===== config.mk =====
export PLATFORM = sky130hd
export DESIGN_NAME = tsd_top
export DESIGN_NICKNAME = d
export VERILOG_FILES = /design/src/tsd_pkg.sv /design/src/tsd_top.sv /design/src/tsd_delay_line.sv /design/src/tsd_serializer.sv
export VERILOG_INCLUDE_DIRS = /design/src
export SDC_FILE = /design/constraint.sdc
export NUM_CORES = 1
export LEC_CHECK = 0
export ABC_AREA = 1
export BUFFER_PORTS_ARGS = -buffer_cell sky130_fd_sc_hd__buf_4
export CAP_MARGIN = 5
export CORE_MARGIN = 2
export CORE_UTILIZATION = 42
export DETAILED_ROUTE_END_ITERATION = 10
export HOLD_SLACK_MARGIN = 0.15
export PLACE_DENSITY = 0.76
export SYNTH_ARGS = -nofsm -noshare
export SYNTH_HDL_FRONTEND = slang
export SYNTH_SLANG_ARGS = --single-unit

===== constraint.sdc =====
create_clock -name core_clk -period 1.6 [get_ports core_clk]
set_input_delay 0.24 -clock core_clk [delete_from_list [all_inputs] [get_ports core_clk]]
set_output_delay 0.24 -clock core_clk [all_outputs]
set_load 0.01 [all_outputs]

===== src/tsd_defines.svh =====
// Constants of the transmit serializer and delay slice
`ifndef TSD_DEFINES_SVH
`define TSD_DEFINES_SVH

// ==========================================================
// Register map, byte addresses
`define TSD_ADDR_CTRL 8'h00
`define TSD_ADDR_PROG 8'h04
`define TSD_ADDR_STAT 8'h08

// ==========================================================
// Reset values
`define TSD_CTRL_W 5
`define TSD_CTRL_RST 5'h07
`define TSD_TAP_RST 9'h000
`define TSD_INIT_RST 1'b1
`define TSD_READY_RST 1'b1

// ==========================================================
// Serializer and tap arithmetic
`define TSD_CNT8 3'h7
`define TSD_CNT4 3'h3
`define TSD_CNT_ONE 3'h1
`define TSD_DIV8 4'h4
`define TSD_DIV4 4'h2
`define TSD_TAP_STEP 9'h001
`define TSD_MAX_JUMP 9'h008
`define TSD_MIN_BACK 9'h1f8

`endif


===== src/tsd_pkg.sv =====
// Types shared by the transmit serializer and delay slice
`default_nettype none
package tsd_pkg;

  // ==========================================================
  // Delay line modes
  typedef enum logic [1:0] {
    TSD_DLY_FIXED = 2'b00,
    TSD_DLY_VAR_LOAD = 2'b01,
    TSD_DLY_VARIABLE = 2'b10
  } tsd_dly_mode_t;

  // ==========================================================
  // Control register layout
  typedef struct packed {
    tsd_dly_mode_t mode;
    logic tsel_byte;
    logic init_val;
    logic wide8;
  } tsd_ctrl_t;

  // ==========================================================
  // Status register layout
  typedef struct packed {
    logic [18:0] zero;
    logic running;
    logic jump_err;
    logic early_err;
    logic div_mism;
    logic [8:0] tap;
  } tsd_status_t;

  // ==========================================================
  // Dedicated 40-bit buses to and from the nibble controller
  typedef struct packed {
    logic [23:0] rsvd;
    logic [3:0] div_mode;
    logic comp_valid;
    logic [8:0] comp_delta;
    logic [1:0] spare;
  } tsd_ctrl_in_t;

  typedef struct packed {
    logic [25:0] rsvd;
    logic vtc_en;
    logic [8:0] tap;
    logic t_bit;
    logic ser_bit;
    logic wide8;
    logic running;
  } tsd_ctrl_out_t;

endpackage
`default_nettype wire


===== src/tsd_top.sv =====
// Transmit serializer with programmable output delay tap counter
//
// What this block does
// Load takes nine-bit tap value input
// Tap value settles a cycle before load
// Each update moves one to eight taps
// Compensation covers only the programmed delay
// Current tap count shown on output bus
// Compensation enabled: controller updates tap output
// Serial data out on the fast clock
// Tristate out: direct pass or serialized byte
// Forty-bit control buses wired to controller
// Parallel width four or eight, default eight
// Byte tristate source is default, paired slice
// Direct source: fabric drives tristate input
// Serial output initial value, default one
// Load pulse copies tap value, enable low
// Enable high steps one tap per cycle
// Taps wrap between 511 and 0
// Initial value holds until first word
//
// Decided for this implementation: strobed register access and the placing of the registers.
`timescale 1ns/100ps
`default_nettype none
`include "tsd_defines.svh"

module tsd_top (
  input wire logic core_clk,
  input wire logic arst_n,
  input wire logic [7:0] reg_addr,
  input wire logic [31:0] reg_wdata,
  input wire logic reg_wr,
  input wire logic reg_rd,
  output logic [31:0] reg_rdata,
  input wire logic [7:0] par_data,
  input wire logic par_valid,
  output logic par_ready,
  input wire logic [8:0] tap_value_in,
  input wire logic tap_load,
  input wire logic tap_ce,
  input wire logic tap_inc,
  input wire logic vt_comp_enable,
  output logic [8:0] tap_value_out,
  input wire logic direct_tristate_in,
  input wire logic byte_tristate_in,
  output logic ser_out,
  output logic t_out,
  input wire logic [39:0] rx_ctrl_in,
  output logic [39:0] rx_ctrl_out,
  input wire logic [39:0] tx_ctrl_in,
  output logic [39:0] tx_ctrl_out
);

  tsd_pkg::tsd_ctrl_t ctrl_q;
  tsd_pkg::tsd_ctrl_in_t cin;
  tsd_pkg::tsd_ctrl_out_t cout_d;
  tsd_pkg::tsd_status_t stat_d;
  tsd_pkg::tsd_status_t wclr;
  logic [8:0] prog_q;
  logic [8:0] comp_tap;
  logic [8:0] tap_in_prev_q;
  logic [8:0] jump;
  logic prog_wr;
  logic stat_wr;
  logic load_ok;
  logic early_ev;
  logic jump_ev;
  logic early_q;
  logic jump_q;
  logic div_mism;
  logic ser_running;
  logic t_ser_q;
  logic [31:0] rdata_d;

  // ==========================================================
  // Register decode
  assign prog_wr = reg_wr && reg_addr == `TSD_ADDR_PROG;
  assign stat_wr = reg_wr && reg_addr == `TSD_ADDR_STAT;
  assign wclr = tsd_pkg::tsd_status_t'(reg_wdata);
  assign cin = tsd_pkg::tsd_ctrl_in_t'(tx_ctrl_in);

  always_ff @(posedge core_clk or negedge arst_n) begin
    if (!arst_n) begin
      ctrl_q <= tsd_pkg::tsd_ctrl_t'(`TSD_CTRL_RST);
    end else if (reg_wr && reg_addr == `TSD_ADDR_CTRL) begin
      ctrl_q <= tsd_pkg::tsd_ctrl_t'(reg_wdata[`TSD_CTRL_W-1:0]);
    end
  end

  // Programmed delay, the base that compensation tracks
  always_ff @(posedge core_clk or negedge arst_n) begin
    if (!arst_n) begin
      prog_q <= `TSD_TAP_RST;
    end else if (prog_wr) begin
      prog_q <= reg_wdata[8:0];
    end
  end

  // ==========================================================
  // Delay line
  assign comp_tap = prog_q + cin.comp_delta;

  tsd_delay_line u_dly (
    .core_clk(core_clk),
    .arst_n(arst_n),
    .mode(ctrl_q.mode),
    .load(tap_load),
    .ce(tap_ce),
    .inc(tap_inc),
    .tap_in(tap_value_in),
    .vtc_en(vt_comp_enable),
    .comp_valid(cin.comp_valid),
    .comp_tap(comp_tap),
    .prog_wr(prog_wr),
    .prog_tap(reg_wdata[8:0]),
    .tap_q(tap_value_out)
  );

  // ==========================================================
  // Checks on the fabric's load discipline
  assign load_ok = ctrl_q.mode == tsd_pkg::TSD_DLY_VAR_LOAD && tap_load &&
    !tap_ce && !vt_comp_enable && !prog_wr;
  assign early_ev = load_ok && tap_value_in != tap_in_prev_q;
  assign jump = tap_value_in - tap_value_out;
  assign jump_ev = load_ok && (jump == 9'h000 ||
    (jump > `TSD_MAX_JUMP && jump < `TSD_MIN_BACK));

  always_ff @(posedge core_clk or negedge arst_n) begin
    if (!arst_n) begin
      tap_in_prev_q <= `TSD_TAP_RST;
    end else begin
      tap_in_prev_q <= tap_value_in;
    end
  end

  // Sticky flags, set wins over a write-one clear
  always_ff @(posedge core_clk or negedge arst_n) begin
    if (!arst_n) begin
      early_q <= 1'b0;
    end else if (early_ev) begin
      early_q <= 1'b1;
    end else if (stat_wr && wclr.early_err) begin
      early_q <= 1'b0;
    end
  end

  always_ff @(posedge core_clk or negedge arst_n) begin
    if (!arst_n) begin
      jump_q <= 1'b0;
    end else if (jump_ev) begin
      jump_q <= 1'b1;
    end else if (stat_wr && wclr.jump_err) begin
      jump_q <= 1'b0;
    end
  end

  // Width must be twice the controller divide setting
  assign div_mism = cin.div_mode !=
    (ctrl_q.wide8 ? `TSD_DIV8 : `TSD_DIV4);

  // ==========================================================
  // Serializer
  tsd_serializer u_ser (
    .core_clk(core_clk),
    .arst_n(arst_n),
    .wide8(ctrl_q.wide8),
    .init_val(ctrl_q.init_val),
    .par_data(par_data),
    .par_valid(par_valid),
    .par_ready(par_ready),
    .ser_out(ser_out),
    .running(ser_running)
  );

  // ==========================================================
  // Tristate path
  always_ff @(posedge core_clk or negedge arst_n) begin
    if (!arst_n) begin
      t_ser_q <= `TSD_INIT_RST;
    end else begin
      t_ser_q <= byte_tristate_in;
    end
  end

  // Direct source passes straight through without a flop
  assign t_out = ctrl_q.tsel_byte ? t_ser_q : direct_tristate_in;

  // ==========================================================
  // Controller buses
  always_comb begin
    cout_d = '0;
    cout_d.vtc_en = vt_comp_enable;
    cout_d.tap = tap_value_out;
    cout_d.t_bit = t_ser_q;
    cout_d.ser_bit = ser_out;
    cout_d.wide8 = ctrl_q.wide8;
    cout_d.running = ser_running;
  end

  always_ff @(posedge core_clk or negedge arst_n) begin
    if (!arst_n) begin
      tx_ctrl_out <= 40'h00_0000_0000;
      rx_ctrl_out <= 40'h00_0000_0000;
    end else begin
      tx_ctrl_out <= cout_d;
      // Programmed delay echoed so input delays can match
      rx_ctrl_out <= {rx_ctrl_in[39:9], prog_q};
    end
  end

  // ==========================================================
  // Read data, valid only in the cycle after the strobe
  always_comb begin
    stat_d = '0;
    stat_d.running = ser_running;
    stat_d.jump_err = jump_q;
    stat_d.early_err = early_q;
    stat_d.div_mism = div_mism;
    stat_d.tap = tap_value_out;
    rdata_d = 32'h0000_0000;
    if (reg_rd) begin
      unique case (reg_addr)
        `TSD_ADDR_CTRL: rdata_d = 32'(ctrl_q);
        `TSD_ADDR_PROG: rdata_d = 32'(prog_q);
        `TSD_ADDR_STAT: rdata_d = stat_d;
        default: rdata_d = 32'h0000_0000;
      endcase
    end
  end

  always_ff @(posedge core_clk or negedge arst_n) begin
    if (!arst_n) begin
      reg_rdata <= 32'h0000_0000;
    end else begin
      reg_rdata <= rdata_d;
    end
  end

  logic [7:0] cap_q;
  logic take;
  logic fab_free;
  assign take = par_valid && par_ready;
  assign fab_free = !vt_comp_enable && !prog_wr;

  always_ff @(posedge core_clk or negedge arst_n) begin
    if (!arst_n) begin
      cap_q <= 8'h00;
    end else if (take) begin
      cap_q <= par_data;
    end
  end
endmodule
`default_nettype wire


===== src/tsd_delay_line.sv =====
// Tap counter of the programmable output delay line
`timescale 1ns/100ps
`default_nettype none
`include "tsd_defines.svh"

module tsd_delay_line (
  input wire logic core_clk,
  input wire logic arst_n,
  input wire tsd_pkg::tsd_dly_mode_t mode,
  input wire logic load,
  input wire logic ce,
  input wire logic inc,
  input wire logic [8:0] tap_in,
  input wire logic vtc_en,
  input wire logic comp_valid,
  input wire logic [8:0] comp_tap,
  input wire logic prog_wr,
  input wire logic [8:0] prog_tap,
  output logic [8:0] tap_q
);

  // ==========================================================
  // Tap register; programming wins, then compensation
  always_ff @(posedge core_clk or negedge arst_n) begin
    if (!arst_n) begin
      tap_q <= `TSD_TAP_RST;
    end else if (prog_wr) begin
      tap_q <= prog_tap;
    end else if (vtc_en) begin
      if (comp_valid) begin
        tap_q <= comp_tap;
      end
    end else if (mode == tsd_pkg::TSD_DLY_VAR_LOAD && load && !ce) begin
      tap_q <= tap_in;
    end else if (mode != tsd_pkg::TSD_DLY_FIXED && ce) begin
      // Nine-bit arithmetic wraps 511 to 0 and back
      if (inc) begin
        tap_q <= tap_q + `TSD_TAP_STEP;
      end else begin
        tap_q <= tap_q - `TSD_TAP_STEP;
      end
    end
  end

endmodule
`default_nettype wire


===== src/tsd_serializer.sv =====
// Parallel to serial converter of the transmit slice
`timescale 1ns/100ps
`default_nettype none
`include "tsd_defines.svh"

module tsd_serializer (
  input wire logic core_clk,
  input wire logic arst_n,
  input wire logic wide8,
  input wire logic init_val,
  input wire logic [7:0] par_data,
  input wire logic par_valid,
  output logic par_ready,
  output logic ser_out,
  output logic running
);

  logic [2:0] cnt_q;
  logic [7:0] shreg_q;
  logic take;

  assign take = par_valid && par_ready;

  // ==========================================================
  // Shift register, low bit first
  always_ff @(posedge core_clk or negedge arst_n) begin
    if (!arst_n) begin
      cnt_q <= 3'h0;
      shreg_q <= 8'h00;
    end else if (take) begin
      shreg_q <= {1'b0, par_data[7:1]};
      cnt_q <= wide8 ? `TSD_CNT8 : `TSD_CNT4;
    end else if (cnt_q != 3'h0) begin
      shreg_q <= {1'b0, shreg_q[7:1]};
      cnt_q <= cnt_q - `TSD_CNT_ONE;
    end
  end

  // ==========================================================
  // Serial bit; holds the initial value until the first word
  always_ff @(posedge core_clk or negedge arst_n) begin
    if (!arst_n) begin
      ser_out <= `TSD_INIT_RST;
    end else if (take) begin
      ser_out <= par_data[0];
    end else if (cnt_q != 3'h0) begin
      ser_out <= shreg_q[0];
    end else if (!running) begin
      ser_out <= init_val;
    end
  end

  always_ff @(posedge core_clk or negedge arst_n) begin
    if (!arst_n) begin
      running <= 1'b0;
    end else if (take) begin
      running <= 1'b1;
    end
  end

  // Ready only when the next cycle finds the shifter empty
  always_ff @(posedge core_clk or negedge arst_n) begin
    if (!arst_n) begin
      par_ready <= `TSD_READY_RST;
    end else begin
      par_ready <= !take && (cnt_q <= `TSD_CNT_ONE);
    end
  end

endmodule
`default_nettype wire


; Yosys cells after proc, flatten, opt, wreduce, memory -nomap -nowiden
; Cells that the tools add are included.
[totals]
output_inout_bits = 124
word_cells = 84
inputBits = 148
rom_bits = 0
register_bits = 135
memories = 0
ramBits = 0
latchBits = 0
[op_classes]
mul = 0
bitwise = 0
order_cmp = 3
n_addsub = 5
reduce_logical = 29
n_shift = 0
n_div = 0
muxes = 22
eq_ne = 7
[ops]
columns = operator, count
row1 = two-way mux 9 bit, 6
row2 = one-hot mux 13 bit (3 select lines), 1
row3 = two-way mux 32 bit, 1
row4 = two-way mux 8 bit, 2
row5 = logical AND 1 bit, 15
row6 = two-way mux 3 bit, 4
row7 = adder 9 x 1 -> 9 bit (second input constant), 1
row8 = adder 9 bit, 1
row9 = greater-than comparator 9 x 4 -> 1 bit (second input constant), 1
row10 = zero test 9 bit, 1
row11 = less-than comparator 9 bit (second input constant), 1
row12 = != test 9 bit, 1
row13 = subtractor 9 x 1 -> 9 bit (second input constant), 1
row14 = subtractor 9 bit, 1
row15 = == test 8 x 3 -> 1 bit (second input constant), 1
row16 = == test 8 x 4 -> 1 bit (second input constant), 1
row17 = zero test 8 bit, 1
row18 = two-way mux 1 bit, 8
row19 = nonzero test 2 bit, 4
row20 = zero test 1 bit, 4
row21 = != test 4 x 3 -> 1 bit, 1
row22 = nonzero test 4 bit, 1
row23 = <= comparator 3 x 1 -> 1 bit (second input constant), 1
row24 = != test 3 x 1 -> 1 bit (second input constant), 1
row25 = 6 further kinds, 6

; Longest topological paths before layout
; Gate-level depths: netlist of run 1.
[depth]
depth_word = 7
ltp_mapped = 17

; Modules after synthesis
; From an unflattened synthesis of run 1, not the netlist that was laid out.
[hier_totals]
hier_cells = 689
area_unflattened_um2 = 5931.9
[modules_own_cells]
columns = module, cells_each, instances, seq_area_each_um2, area_per_inst_um2
row1 = tsd_top, 436, 1, 2332.2, 4199.0
row2 = tsd_delay_line, 179, 1, 225.2, 1086.0
row3 = tsd_serializer, 74, 1, 327.8, 646.9

; Worst setup path before layout of run 1
; OpenSTA, ideal clock, no wires.
[synth_path]
kind = register -> register
startpoint = register u_dly.tap_q[2]
endpoint = register jump_q
path_stages_with_launch = 14
slack_ns = -0.245
path_buffers = 0
arrival_time_ns = 1.729
t_required_ns = 1.484
setup_time_ns = 0.116
synth_period_minus_slack_ns = 1.845
cell_sequence = dfrtp_1 > inv_1 > ha_1 > a21oi_1 > nand2_1 > or2_2 > nand2_1 > inv_1 > nand2_1 > nand4_1 > nand2_1 > nand2_1 > nand2_1 > nand2_1
[synth_between]
elab_chain_len = 6
word_cells_on_any_way = 9
classes_between = add/sub: 1 / order compare: 2 / mux: 1 / reduce/logical: 5
[synth_rtl]
columns = element, line_no
row1 = from (decl), tsd_delay_line.sv:19  ; output logic [8:0] tap_q
row2 = from (signal assigned), tsd_delay_line.sv:26  ; tap_q <= `TSD_TAP_RST;
row3 = from (signal assigned), tsd_delay_line.sv:28  ; tap_q <= prog_tap;
row4 = from (signal assigned), tsd_delay_line.sv:31  ; tap_q <= comp_tap;
row5 = subtractor 9 bit (*), tsd_top.sv:124  ; assign jump = tap_value_in - tap_value_out;
row6 = greater-than comparator 9 x 4 -> 1 bit (no line) / less-than comparator 9 bit (equally long branches), -
row7 = logical AND 1 bit (no line), -
row8 = logical OR 1 bit (*), tsd_top.sv:125  ; assign jump_ev = load_ok && (jump == 9'h000 ||
row9 = logical AND 1 bit (*), tsd_top.sv:125
row10 = two-way mux 1 bit / nonzero test 2 bit (equally long branches), -
row11 = to (signal assigned), tsd_top.sv:149  ; jump_q <= 1'b0;
row12 = to (signal assigned), tsd_top.sv:151  ; jump_q <= 1'b1;
row13 = to (signal assigned), tsd_top.sv:153  ; jump_q <= 1'b0;
row14 = to (decl), tsd_top.sv:69  ; logic jump_q;
; Every way passes the cells marked *; elsewhere a longest branch is shown, timed or not.
; A chain may end at the register's enable or synchronous reset.

; Worst setup path after layout of run 1
[layout_path]
startpoint = register u_dly.tap_q[4]
endpoint = register jump_q
; The elaborated chain is that of the path after synthesis.

==> results of run 1 <==
==> stage by stage <==
step / TNS, ps / hold slack (ps)
final: -1270 / 180
after global routing: -2130 / 171
after CTS: -801 / 154
after detailed placement: -1820 / 188
after global placement: -1530 / 187
after floorplan: -178 / -55.6
==> placed cells by master, fill, tap and decap left out, types with 4 or more instances in the layout <==
master,netlist,layout
dfrtp_2,0,4
o221ai_1,7,7
a21oi_1,32,20
o21ai_0,25,21
ha_1,25,11
xor2_1,10,10
clkbuf_16,0,17
inv_2,2,13
nand3b_1,6,6
a21oi_4,0,4
nand4_1,13,13
ha_4,0,12
o21ai_1,2,6
dfstp_2,6,6
nand2_1,131,113
nand3_4,1,4
nand2_2,3,19
o22ai_1,5,5
a31oi_1,4,4
nor2_1,48,46
dlygate4sd3_1,0,64
xnor2_1,4,4
nand3_2,0,8
buf_6,1,5
nand3_1,36,25
conb_1,1,45
buf_4,46,240
inv_1,94,82
clkinvlp_4,0,5
a21oi_2,1,9
clkinv_4,0,4
dfrtp_1,109,105
==> critical path: cells and delay by family, from the launching register on <==
kind / cells / cell delay [ps]
flip-flops: 1 / 400
buffers and inverters: 1 / 120
AO/OA/AOI/OAI: 1 / 170
adder cells (fa/ha/maj): 1 / 240
AND/OR/NAND/NOR: 11 / 770
==> logic make-up (layout without fill, tap and decap cells) <==
| logic type | Yosys count | count (layout) |
|---|---|---|
| flops | 115 | 115 |
| fa+ha+maj | 27 | 27 |
| other cells | 1 | 45 |
| simple gates | 251 | 251 |
| buf+inv | 148 | 441 |
| compound gates | 91 | 91 |
| xor+xnor | 14 | 14 |
| mux | 1 | 1 |
==> timing repair <==
action	4_1_cts	5_1_grt
buffers inserted	5	7
setup endpoints to repair	9	21
gates resized for setup	40	39
hold endpoints to repair	133	0
pin swaps	17	26
hold buffers	64	0
==> routing by layer <==
| metal | vias up | part of all wire, % | wire length, microns |
|---|---|---|---|
| met5 | - | 0 | 0 |
| met4 | 0 | 2.7 | 512 |
| met3 | 41 | 7.4 | 1400 |
| met2 | 285 | 52 | 9780 |
| met1 | 2762 | 38 | 7130 |
| li1 | 2650 | - | - |
==> sequential cells by signal, summed over array words and instances, names as in the netlist, 3 cells and up <==
name           flops
ctrl_q             4
prog_q             9
reg_rdata         13
rx_ctrl_out       40
tap_in_prev_q      9
tx_ctrl_out       14
u_dly.tap_q        9
u_ser.cnt_q        3
u_ser.shreg_q      7
==> final cells by class <==
class / count / share of cell area, %
sequential: 115 / 30.9
multi-input combinational: 429 / 29.3
tap: 176 / 2.36
clock inverter: 13 / 1.35
inverter: 98 / 4.00
clock buffer: 19 / 4.85
timing repair buffer: 311 / 27.2
==> power groups by stage <==
stage	clock (mW)	sequential, mW	combinational (mW)
floorplan	0	3.56	1.57
finish	3.69	3.44	3.49
global placement	0	3.45	2.80
global route	3.86	3.47	3.82
CTS	3.71	3.42	3.23
detailed placement	0	3.46	2.87
==> worst paths after layout <==
check | slack (ps) | cells past startpoint | end
min in group asynchronous | 350 | 2 | tx_ctrl_out[1]$_DFF_PN0_
worst min register to register | 400 | 0 | tx_ctrl_out[3]$_DFF_PN0_
worst max register to register | -240 | 14 | jump_q$_DFFE_PN0P_
worst max-delay path | -240 | 14 | jump_q$_DFFE_PN0P_
max in group asynchronous | 600 | 3 | tx_ctrl_out[10]$_DFF_PN0_
worst min-delay path | 180 | 3 | early_q$_DFFE_PN0P_
==> flow_metrics.py, run 1 <==
metrics = {
    "outcome": {
        "outcome": "finished with violations",
        "violations": "negative setup slack",
    },
    "clock_tree": {
        "clock_latency_ps": 420,
        "clock-sinks": 115,
        "path_clk_slew_ps": 60,
        "cts-root-buf": "clkbuf_16",
        "cts_made_buffers": 17,
        "htreeDepth": 4,
        "tritoncts": "done",
        "max-clock-path-buffers": 2,
    },
    "placement": {
        "portBuffers": 170,
        "hpwlAfterDp_mm": 12.1,
        "place_congestion": 0.863,
        "placed_area_sq_mm": 0.00772,
        "dpl_worst_slack_ps": -301,
        "dp_cells": 1055,
    },
    "cells_and_area": {
        "drive_gt1_share_pct": 39.1,
        "postLayoutCellArea_sq_mm": 0.00934,
        "layout.nets": 1147,
        "syn2layout_area_growth_pct": 61.8,
        "layoutNonFillerInstCount": 1161,
        "fillCellCount": 914,
        "multiInputGateArea_sq_mm": 0.00274,
        "seqCellArea_sq_mm": 0.00289,
        "antenna_cells": 0,
        "final_core_util_pct": 70.0,
    },
    "routing": {
        "totalWireLength_mm": 18.8,
        "vias_per_cell": 4.94,
        "drtIter0Drc": 408,
        "drc": 0,
        "ant_nets": 0,
        "firstDrtPassIters": 5,
        "detail_route.wl_per_cell_microns": 16.2,
        "num_vias": 5738,
    },
    "setup_path": {
        "r2r_start": "u_dly.tap_q[4]$_DFFE_PN0P_",
        "cp_common_cell": "nand2_1",
        "slowest_delay_ps": 400,
        "crit_chain": "inv_2 -> ha_4 -> nand2_2 -> nand2_2 -> a21oi_4 -> nand2_1 -> nand2_1 -> nand2_1 -> nor2_1 -> nand4_1 -> nand2_1 -> nand2_2 -> nand2_1 -> nand2_1",
        "cp-start-kind": "register",
        "critPathKind": "reg -> reg",
        "cp.required_ps": 1900,
        "crit_path_top_delay_cell": "dfrtp_1",
        "cp-end-kind": "register",
        "cp_max_fo": 5,
        "crit_start": "u_dly.tap_q[4]$_DFFE_PN0P_",
        "cp.arrival_ps": 2140,
    },
    "synth": {
        "synth_warnings": 0,
        "synth.most_common_cell": "nand2_1",
        "ys.flop_type": "dfrtp_1",
        "synth_edf_count": 0,
        "yosys.area_share.simple_pct": 19.3,
        "synth_compound_area_share_pct": 9.45,
        "synth_top_area_share_pct": 47.2,
        "synthCells": 648,
        "synth_top_cells_by_count": "nand2_1, dfrtp_1, inv_1, nor2_1, buf_4",
        "syn_avg_cell_area_sq_um": 8.91,
        "synthTopCellsByArea": "dfrtp_1, nand2_1, inv_1",
        "yosysSeqAreaShare_pct": 50.0,
        "synth_top_family_by_area": "simple AND/OR/NAND/NOR gates",
        "muxShareOfSynthArea_pct": 0.195,
        "netlist_area_sq_mm": 0.00577,
        "yosysTopAreaCell": "dfrtp_1",
        "async_reset_ff_share_pct": 100,
        "synth-xor-area-share_pct": 2.12,
        "ys_seq_elements": 115,
        "synthDistinctLibCells": 47,
        "synthAdderAreaFrac_pct": 6.11,
    },
    "global_route": {
        "grt_overflow_total": 0,
        "grt_max_degree": 63,
        "antenna_found_initial": 0,
        "grt_pass1_vias": 5736,
        "grt_use_met3_pct": 5.97,
        "gr-usage-all-layers_pct": 25.4,
        "grt_use_met1_pct": 29.0,
        "use_met2_pct": 46.0,
        "grt_pass1_wl_mm": 28.6,
        "grt_busiest_layer": "met2",
    },
    "job": {
        "max-cap-violations": 0,
    },
    "min_path": {
        "min_from": "reg_wdata[10]",
        "hold_path.class": "in -> reg",
    },
    "die": {
        "io_pins": 272,
        "start_util_pct": 43.3,
        "die_area_sq_mm": 0.0147,
        "die_x_microns": 121,
        "die_h_microns": 121,
        "rows": 42,
        "core_area_sq_mm": 0.0133,
    },
    "power_and_ir_drop": {
        "finalPower_mw": 10.6,
        "p_leak_nw": 4.76,
        "clkPwrFrac_pct": 34.7,
        "combPwrFrac_pct": 32.9,
        "power.density_mw_per_mm2": 1140,
        "ir_worst_vdd_mv": 0.624,
        "p_int_mw": 7.13,
        "p_seq_share_pct": 32.4,
        "switchingPower_mw": 3.48,
        "swShare_pct": 32.8,
    },
    "timing": {
        "worst_slack_ps": -240,
        "min_period_over_period_pct": 115,
        "finClkSkew_ps": 12.6,
        "rsz0062_at_grt": "yes",
        "finalSetupViolCount": 9,
        "min_period_ps": 1840,
        "hold_viol_final": 0,
        "max_freq_mhz": 544,
        "maxSlewViolCount": 0,
    },
}
Note: power is estimated with default switching activity, not from simulation.
==> run 2, diff against run 1 <==
clock period = 1.5 ns   (was 1.6 ns; I/O delays follow)
==> flow_metrics.py, run 2 (same netlist as run 1, synthesis figures left out) <==
metrics = {
    "setup_path": {
        "cp.arrival_ps": 2270,
        "cp_max_fo": 4,
        "critPathKind": "reg -> reg",
        "cp-start-kind": "register",
        "cp-end-kind": "register",
        "cp.required_ps": 1850,
    },
    "min_path": {
        "hold_path.class": "in -> reg",
    },
    "timing": {
        "maxSlewViolCount": 0,
        "finalSetupTns_ps": -2600,
        "hold_ws_ps": 148,
        "worst_slack_ps": -423,
        "max_freq_mhz": 520,
        "rsz0062_at_grt": "yes",
        "finalSetupViolCount": 10,
        "min_period_over_period_pct": 128,
        "min_period_ps": 1920,
        "finClkSkew_ps": 10.8,
        "hold_viol_final": 0,
    },
    "clock_tree": {
        "htreeDepth": 4,
        "clock_latency_ps": 430,
        "cts_made_buffers": 17,
        "tritoncts": "done",
        "path_clk_slew_ps": 60,
        "cts-root-buf": "clkbuf_16",
        "max-clock-path-buffers": 2,
        "clock-sinks": 115,
    },
    "global_route": {
        "grt_max_degree": 52,
        "grt_pass1_vias": 5815,
        "antenna_found_initial": 0,
        "gr-usage-all-layers_pct": 26.9,
        "grt_pass1_wl_mm": 29.9,
        "grt_overflow_total": 0,
    },
    "routing": {
        "drc": 0,
        "vias_per_cell": 4.97,
        "num_vias": 5854,
        "ant_nets": 0,
        "drtIter0Drc": 417,
        "detail_route.wl_per_cell_microns": 17.3,
        "firstDrtPassIters": 5,
        "totalWireLength_mm": 20.3,
    },
    "outcome": {
        "violations": "negative setup slack",
        "outcome": "finished with violations",
    },
    "power_and_ir_drop": {
        "p_leak_nw": 4.88,
        "finalPower_mw": 12.0,
        "ir_worst_vdd_mv": 0.875,
        "power.density_mw_per_mm2": 1260,
    },
    "placement": {
        "dpl_worst_slack_ps": -398,
        "portBuffers": 170,
        "hpwlAfterDp_mm": 12.7,
        "place_congestion": 0.906,
        "placed_area_sq_mm": 0.00782,
    },
    "cells_and_area": {
        "largest_reg_flops": 40,
        "reg.largest.list": "rx_ctrl_out: 40 flops, tx_ctrl_out: 14 flops, reg_rdata: 13 flops",
        "layout_common_cells": "buf_4, nand2_1, dfrtp_1",
        "postLayoutCellArea_sq_mm": 0.00949,
        "syn2layout_area_growth_pct": 64.4,
        "antenna_cells": 0,
        "drive_gt1_share_pct": 40.7,
        "layout.nets": 1164,
        "regMostFlops": "rx_ctrl_out",
        "layout.cells.most_common": "buf_4",
    },
    "die": {
        "die_area_sq_mm": 0.0147,
        "die_x_microns": 121,
        "rows": 42,
        "die_h_microns": 121,
        "io_pins": 272,
        "start_util_pct": 43.3,
        "core_area_sq_mm": 0.0133,
    },
    "job": {
        "max-cap-violations": 0,
    },
}
## run 2: area by class of cell
| cell class | count | area [sq um] |
|---|---|---|
| inverters | 98 | 372 |
| fillers | 879 | 3860 |
| well taps | 176 | 220 |
| multi-input cells | 429 | 2700 |
| clock inverters | 15 | 219 |
| flip-flops and latches | 115 | 2890 |
| repair buffers | 328 | 2670 |
| clock buffers | 17 | 425 |
## run 2: routing by layer
metal	vias up	part of all wire, %	GRT usage (%)
met4	0	4.0	11.3
li1	2701	-	-
met2	308	51	48.3
met5	-	0	0
met3	70	6.9	6.34
met1	2775	38	30.4
## run 2: metrics by stage
stage                     utilization [%]  instances
after floorplan                         -        692
after global placement               58.6       1068
after detailed placement             58.6       1068
after CTS                            69.4       1169
after global routing                 71.1       1178
final                                71.1       1178
## run 2: path summary, 6_finish.rpt
check	from	to	slack, ps	cells past startpoint
max	u_dly.tap_q[0]$_DFFE_PN0P_	u_dly.tap_q[8]$_DFFE_PN0P_	-420	13
min	reg_wdata[11]	jump_q$_DFFE_PN0P_	150	4
max reg2reg	u_dly.tap_q[0]$_DFFE_PN0P_	u_dly.tap_q[8]$_DFFE_PN0P_	-420	13
min reg2reg	t_ser_q$_DFF_PN1_	tx_ctrl_out[3]$_DFF_PN0_	400	0
max in group asynchronous	arst_n	t_ser_q$_DFF_PN1_	600	3
min in group asynchronous	arst_n	prog_q[1]$_DFFE_PN0P_	300	2
## run 2: power by group
| group | switching, mW | leakage, nW | total, mW | internal, mW |
|---|---|---|---|---|
| Combinational | 2.05 | 3.20 | 3.88 | 1.83 |
| Sequential | 0.177 | 1.36 | 3.65 | 3.47 |
| Clock | 1.64 | 0.316 | 4.47 | 2.83 |
| Total | 3.86 | 4.88 | 12.0 | 8.14 |
## run 2: critical path, cell delays in order (launching register included)
cell and delay (ps):
dfrtp_2 430, buf_6 130, fa_2 360, nand2_2 100, nand3_2 70, nand2_2 90
inv_2 70, nand3b_1 110, nand2_1 60, nand2_1 50, nand3_1 70, nand3_1 110
nand2_1 70, a21oi_1 120
## run 2: timing repair
action,4_1_cts,5_1_grt
gates resized for setup,33,46
hold endpoints to repair,178,0
gates cloned,0,0
setup endpoints to repair,11,24
hold buffers,63,0
pin swaps,20,31
buffers inserted,6,10
==> run 3, diff against run 2 <==
MAX_ROUTING_LAYER = met4   (was unset)
==> flow_metrics.py, run 3 (same netlist as run 1, synthesis figures left out) <==
metrics = {
    "setup_path": {
        "rrSetupSlack_ps": -380,
        "cp-end-kind": "register",
        "critPathKind": "reg -> reg",
        "cp.required_ps": 1800,
        "cp_common_cell": "nand3_2",
        "crit_path_top_delay_cell": "dfrtp_1",
        "r2r_cells": 13,
        "crit_chain": "ha_2 -> inv_2 -> fa_2 -> inv_2 -> nand3_2 -> nand2_4 -> nand4_1 -> nand2_1 -> nand2_1 -> nand3_2 -> nand3_2 -> nand2_2 -> a21oi_2",
        "cp-start-kind": "register",
        "worst-path-buf-inv": 2,
        "r2r_start": "prog_q[0]$_DFFE_PN0P_",
        "cp.arrival_ps": 2180,
        "crit_family": "simple AND/OR/NAND/NOR gates",
        "path_depth": 13,
        "cp_max_fo": 4,
        "reg2reg_to": "u_dly.tap_q[8]$_DFFE_PN0P_",
        "slowest_delay_ps": 360,
    },
    "clock_tree": {
        "clock-sinks": 115,
        "clock_latency_ps": 420,
        "htreeDepth": 4,
        "max-clock-path-buffers": 2,
        "cts-root-buf": "clkbuf_16",
        "tritoncts": "done",
        "path_clk_slew_ps": 50,
        "cts_made_buffers": 17,
    },
    "timing": {
        "hold_ws_ps": 202,
        "max_freq_mhz": 532,
        "finClkSkew_ps": 7.97,
        "min_period_ps": 1880,
        "worst_slack_ps": -379,
        "finalSetupViolCount": 12,
        "finalSetupTns_ps": -2310,
        "min_period_over_period_pct": 125,
        "maxSlewViolCount": 0,
        "rsz0062_at_grt": "yes",
        "hold_viol_final": 0,
    },
    "routing": {
        "drtIter0Drc": 723,
        "num_vias": 6088,
        "vias_per_cell": 5.12,
        "ant_nets": 0,
        "firstDrtPassIters": 5,
        "drc": 0,
        "detail_route.wl_per_cell_microns": 17.8,
        "totalWireLength_mm": 21.1,
    },
    "placement": {
        "hpwlAfterDp_mm": 12.7,
        "dp_cells": 1073,
        "dpl_worst_slack_ps": -381,
        "portBuffers": 170,
        "placed_area_sq_mm": 0.00786,
        "place_congestion": 0.895,
    },
    "global_route": {
        "gr-usage-all-layers_pct": 28.3,
        "antenna_found_initial": 0,
        "grt_overflow_total": 0,
        "grt_pass1_wl_mm": 30.8,
        "grt_pass1_vias": 5995,
        "grt_max_degree": 31,
    },
    "power_and_ir_drop": {
        "p_leak_nw": 4.91,
        "finalPower_mw": 11.6,
        "ir_worst_vdd_mv": 0.863,
        "power.density_mw_per_mm2": 1210,
    },
    "min_path": {
        "min_to": "early_q$_DFFE_PN0P_",
        "hold_path.class": "in -> reg",
        "holdPathStages": 3,
        "min_from": "reg_wr",
    },
    "cells_and_area": {
        "reg.largest.list": "rx_ctrl_out: 40 flops, tx_ctrl_out: 14 flops, reg_rdata: 13 flops",
        "final_core_util_pct": 71.7,
        "layout.cells.most_common": "buf_4",
        "layout.nets": 1174,
        "antenna_cells": 0,
        "largest_reg_flops": 40,
        "syn2layout_area_growth_pct": 65.7,
        "drive_gt1_share_pct": 40.4,
        "regMostFlops": "rx_ctrl_out",
        "layoutNonFillerInstCount": 1188,
        "postLayoutCellArea_sq_mm": 0.00957,
        "layout_common_cells": "buf_4, nand2_1, dfrtp_1",
    },
    "die": {
        "die_area_sq_mm": 0.0147,
        "core_area_sq_mm": 0.0133,
        "start_util_pct": 43.3,
        "die_h_microns": 121,
        "io_pins": 272,
        "rows": 42,
        "die_x_microns": 121,
    },
    "job": {
        "max-cap-violations": 0,
    },
    "outcome": {
        "outcome": "finished with violations",
        "violations": "negative setup slack",
    },
}
[run 3: cell types whose count changed in the layout (fill, tap and decap cells not counted), moves of 5 or more]
cell           before  now
dlygate4sd3_1      61   66
nand2_1           112  119
inv_6               7    0
clkinv_2            0    5
nand2_2            21   13
buf_6               6   11
[run 3: final cells by class]
class	instances	area (sq um)
Tap cell	176	220
Clock inverter	10	109
Sequential cell	115	2890
Clock buffer	22	464
Inverter	98	374
Fill cell	864	3780
Multi-Input combinational cell	429	2730
Timing Repair Buffer	338	2790
[run 3: repair_timing]
item | 4_1_cts | 5_1_grt
pin swaps | 18 | 29
buffers inserted | 7 | 10
endpoints found under the hold margin | 186 | 0
gates cloned | 0 | 0
hold buffers | 67 | 0
setup endpoints to repair | 10 | 21
resized for setup | 39 | 45
[run 3: power breakdown]
| part | internal [mW] | switching, mW | total, mW |
|---|---|---|---|
| sequential | 3.48 | 0.204 | 3.68 |
| combinational | 1.90 | 2.07 | 3.96 |
| clock | 2.51 | 1.44 | 3.96 |
| total | 7.89 | 3.72 | 11.6 |
[run 3: worst reg2reg max path, stage by stage (launching register included)]
cell	delay [ps]
dfrtp_1	360
ha_2	210
inv_2	50
fa_2	340
inv_2	80
nand3_2	80
nand2_4	100
nand4_1	130
nand2_1	110
nand2_1	60
nand3_2	80
nand3_2	60
nand2_2	70
a21oi_2	40
[run 3: how the worst max path moves through the flow]
stage / from / endpoint / slack, ps
global placement: tap_inc / u_dly.tap_q[7]$_DFFE_PN0P_ / -360
floorplan: u_dly.tap_q[2]$_DFFE_PN0P_ / jump_q$_DFFE_PN0P_ / -170
detailed placement: tap_inc / u_dly.tap_q[7]$_DFFE_PN0P_ / -380
finish: prog_q[0]$_DFFE_PN0P_ / u_dly.tap_q[8]$_DFFE_PN0P_ / -380
global route: u_dly.tap_q[1]$_DFFE_PN0P_ / u_dly.tap_q[6]$_DFFE_PN0P_ / -470
CTS: u_dly.tap_q[1]$_DFFE_PN0P_ / u_dly.tap_q[8]$_DFFE_PN0P_ / -260
[run 3: layer usage]
metal | track usage, % | part of all wire (%) | up-vias
met5 | - | 0 | -
met4 | 12.4 | 4.1 | 0
met3 | 5.92 | 8.8 | 89
met2 | 48.9 | 52 | 412
met1 | 31.6 | 36 | 2881
li1 | - | - | 2706
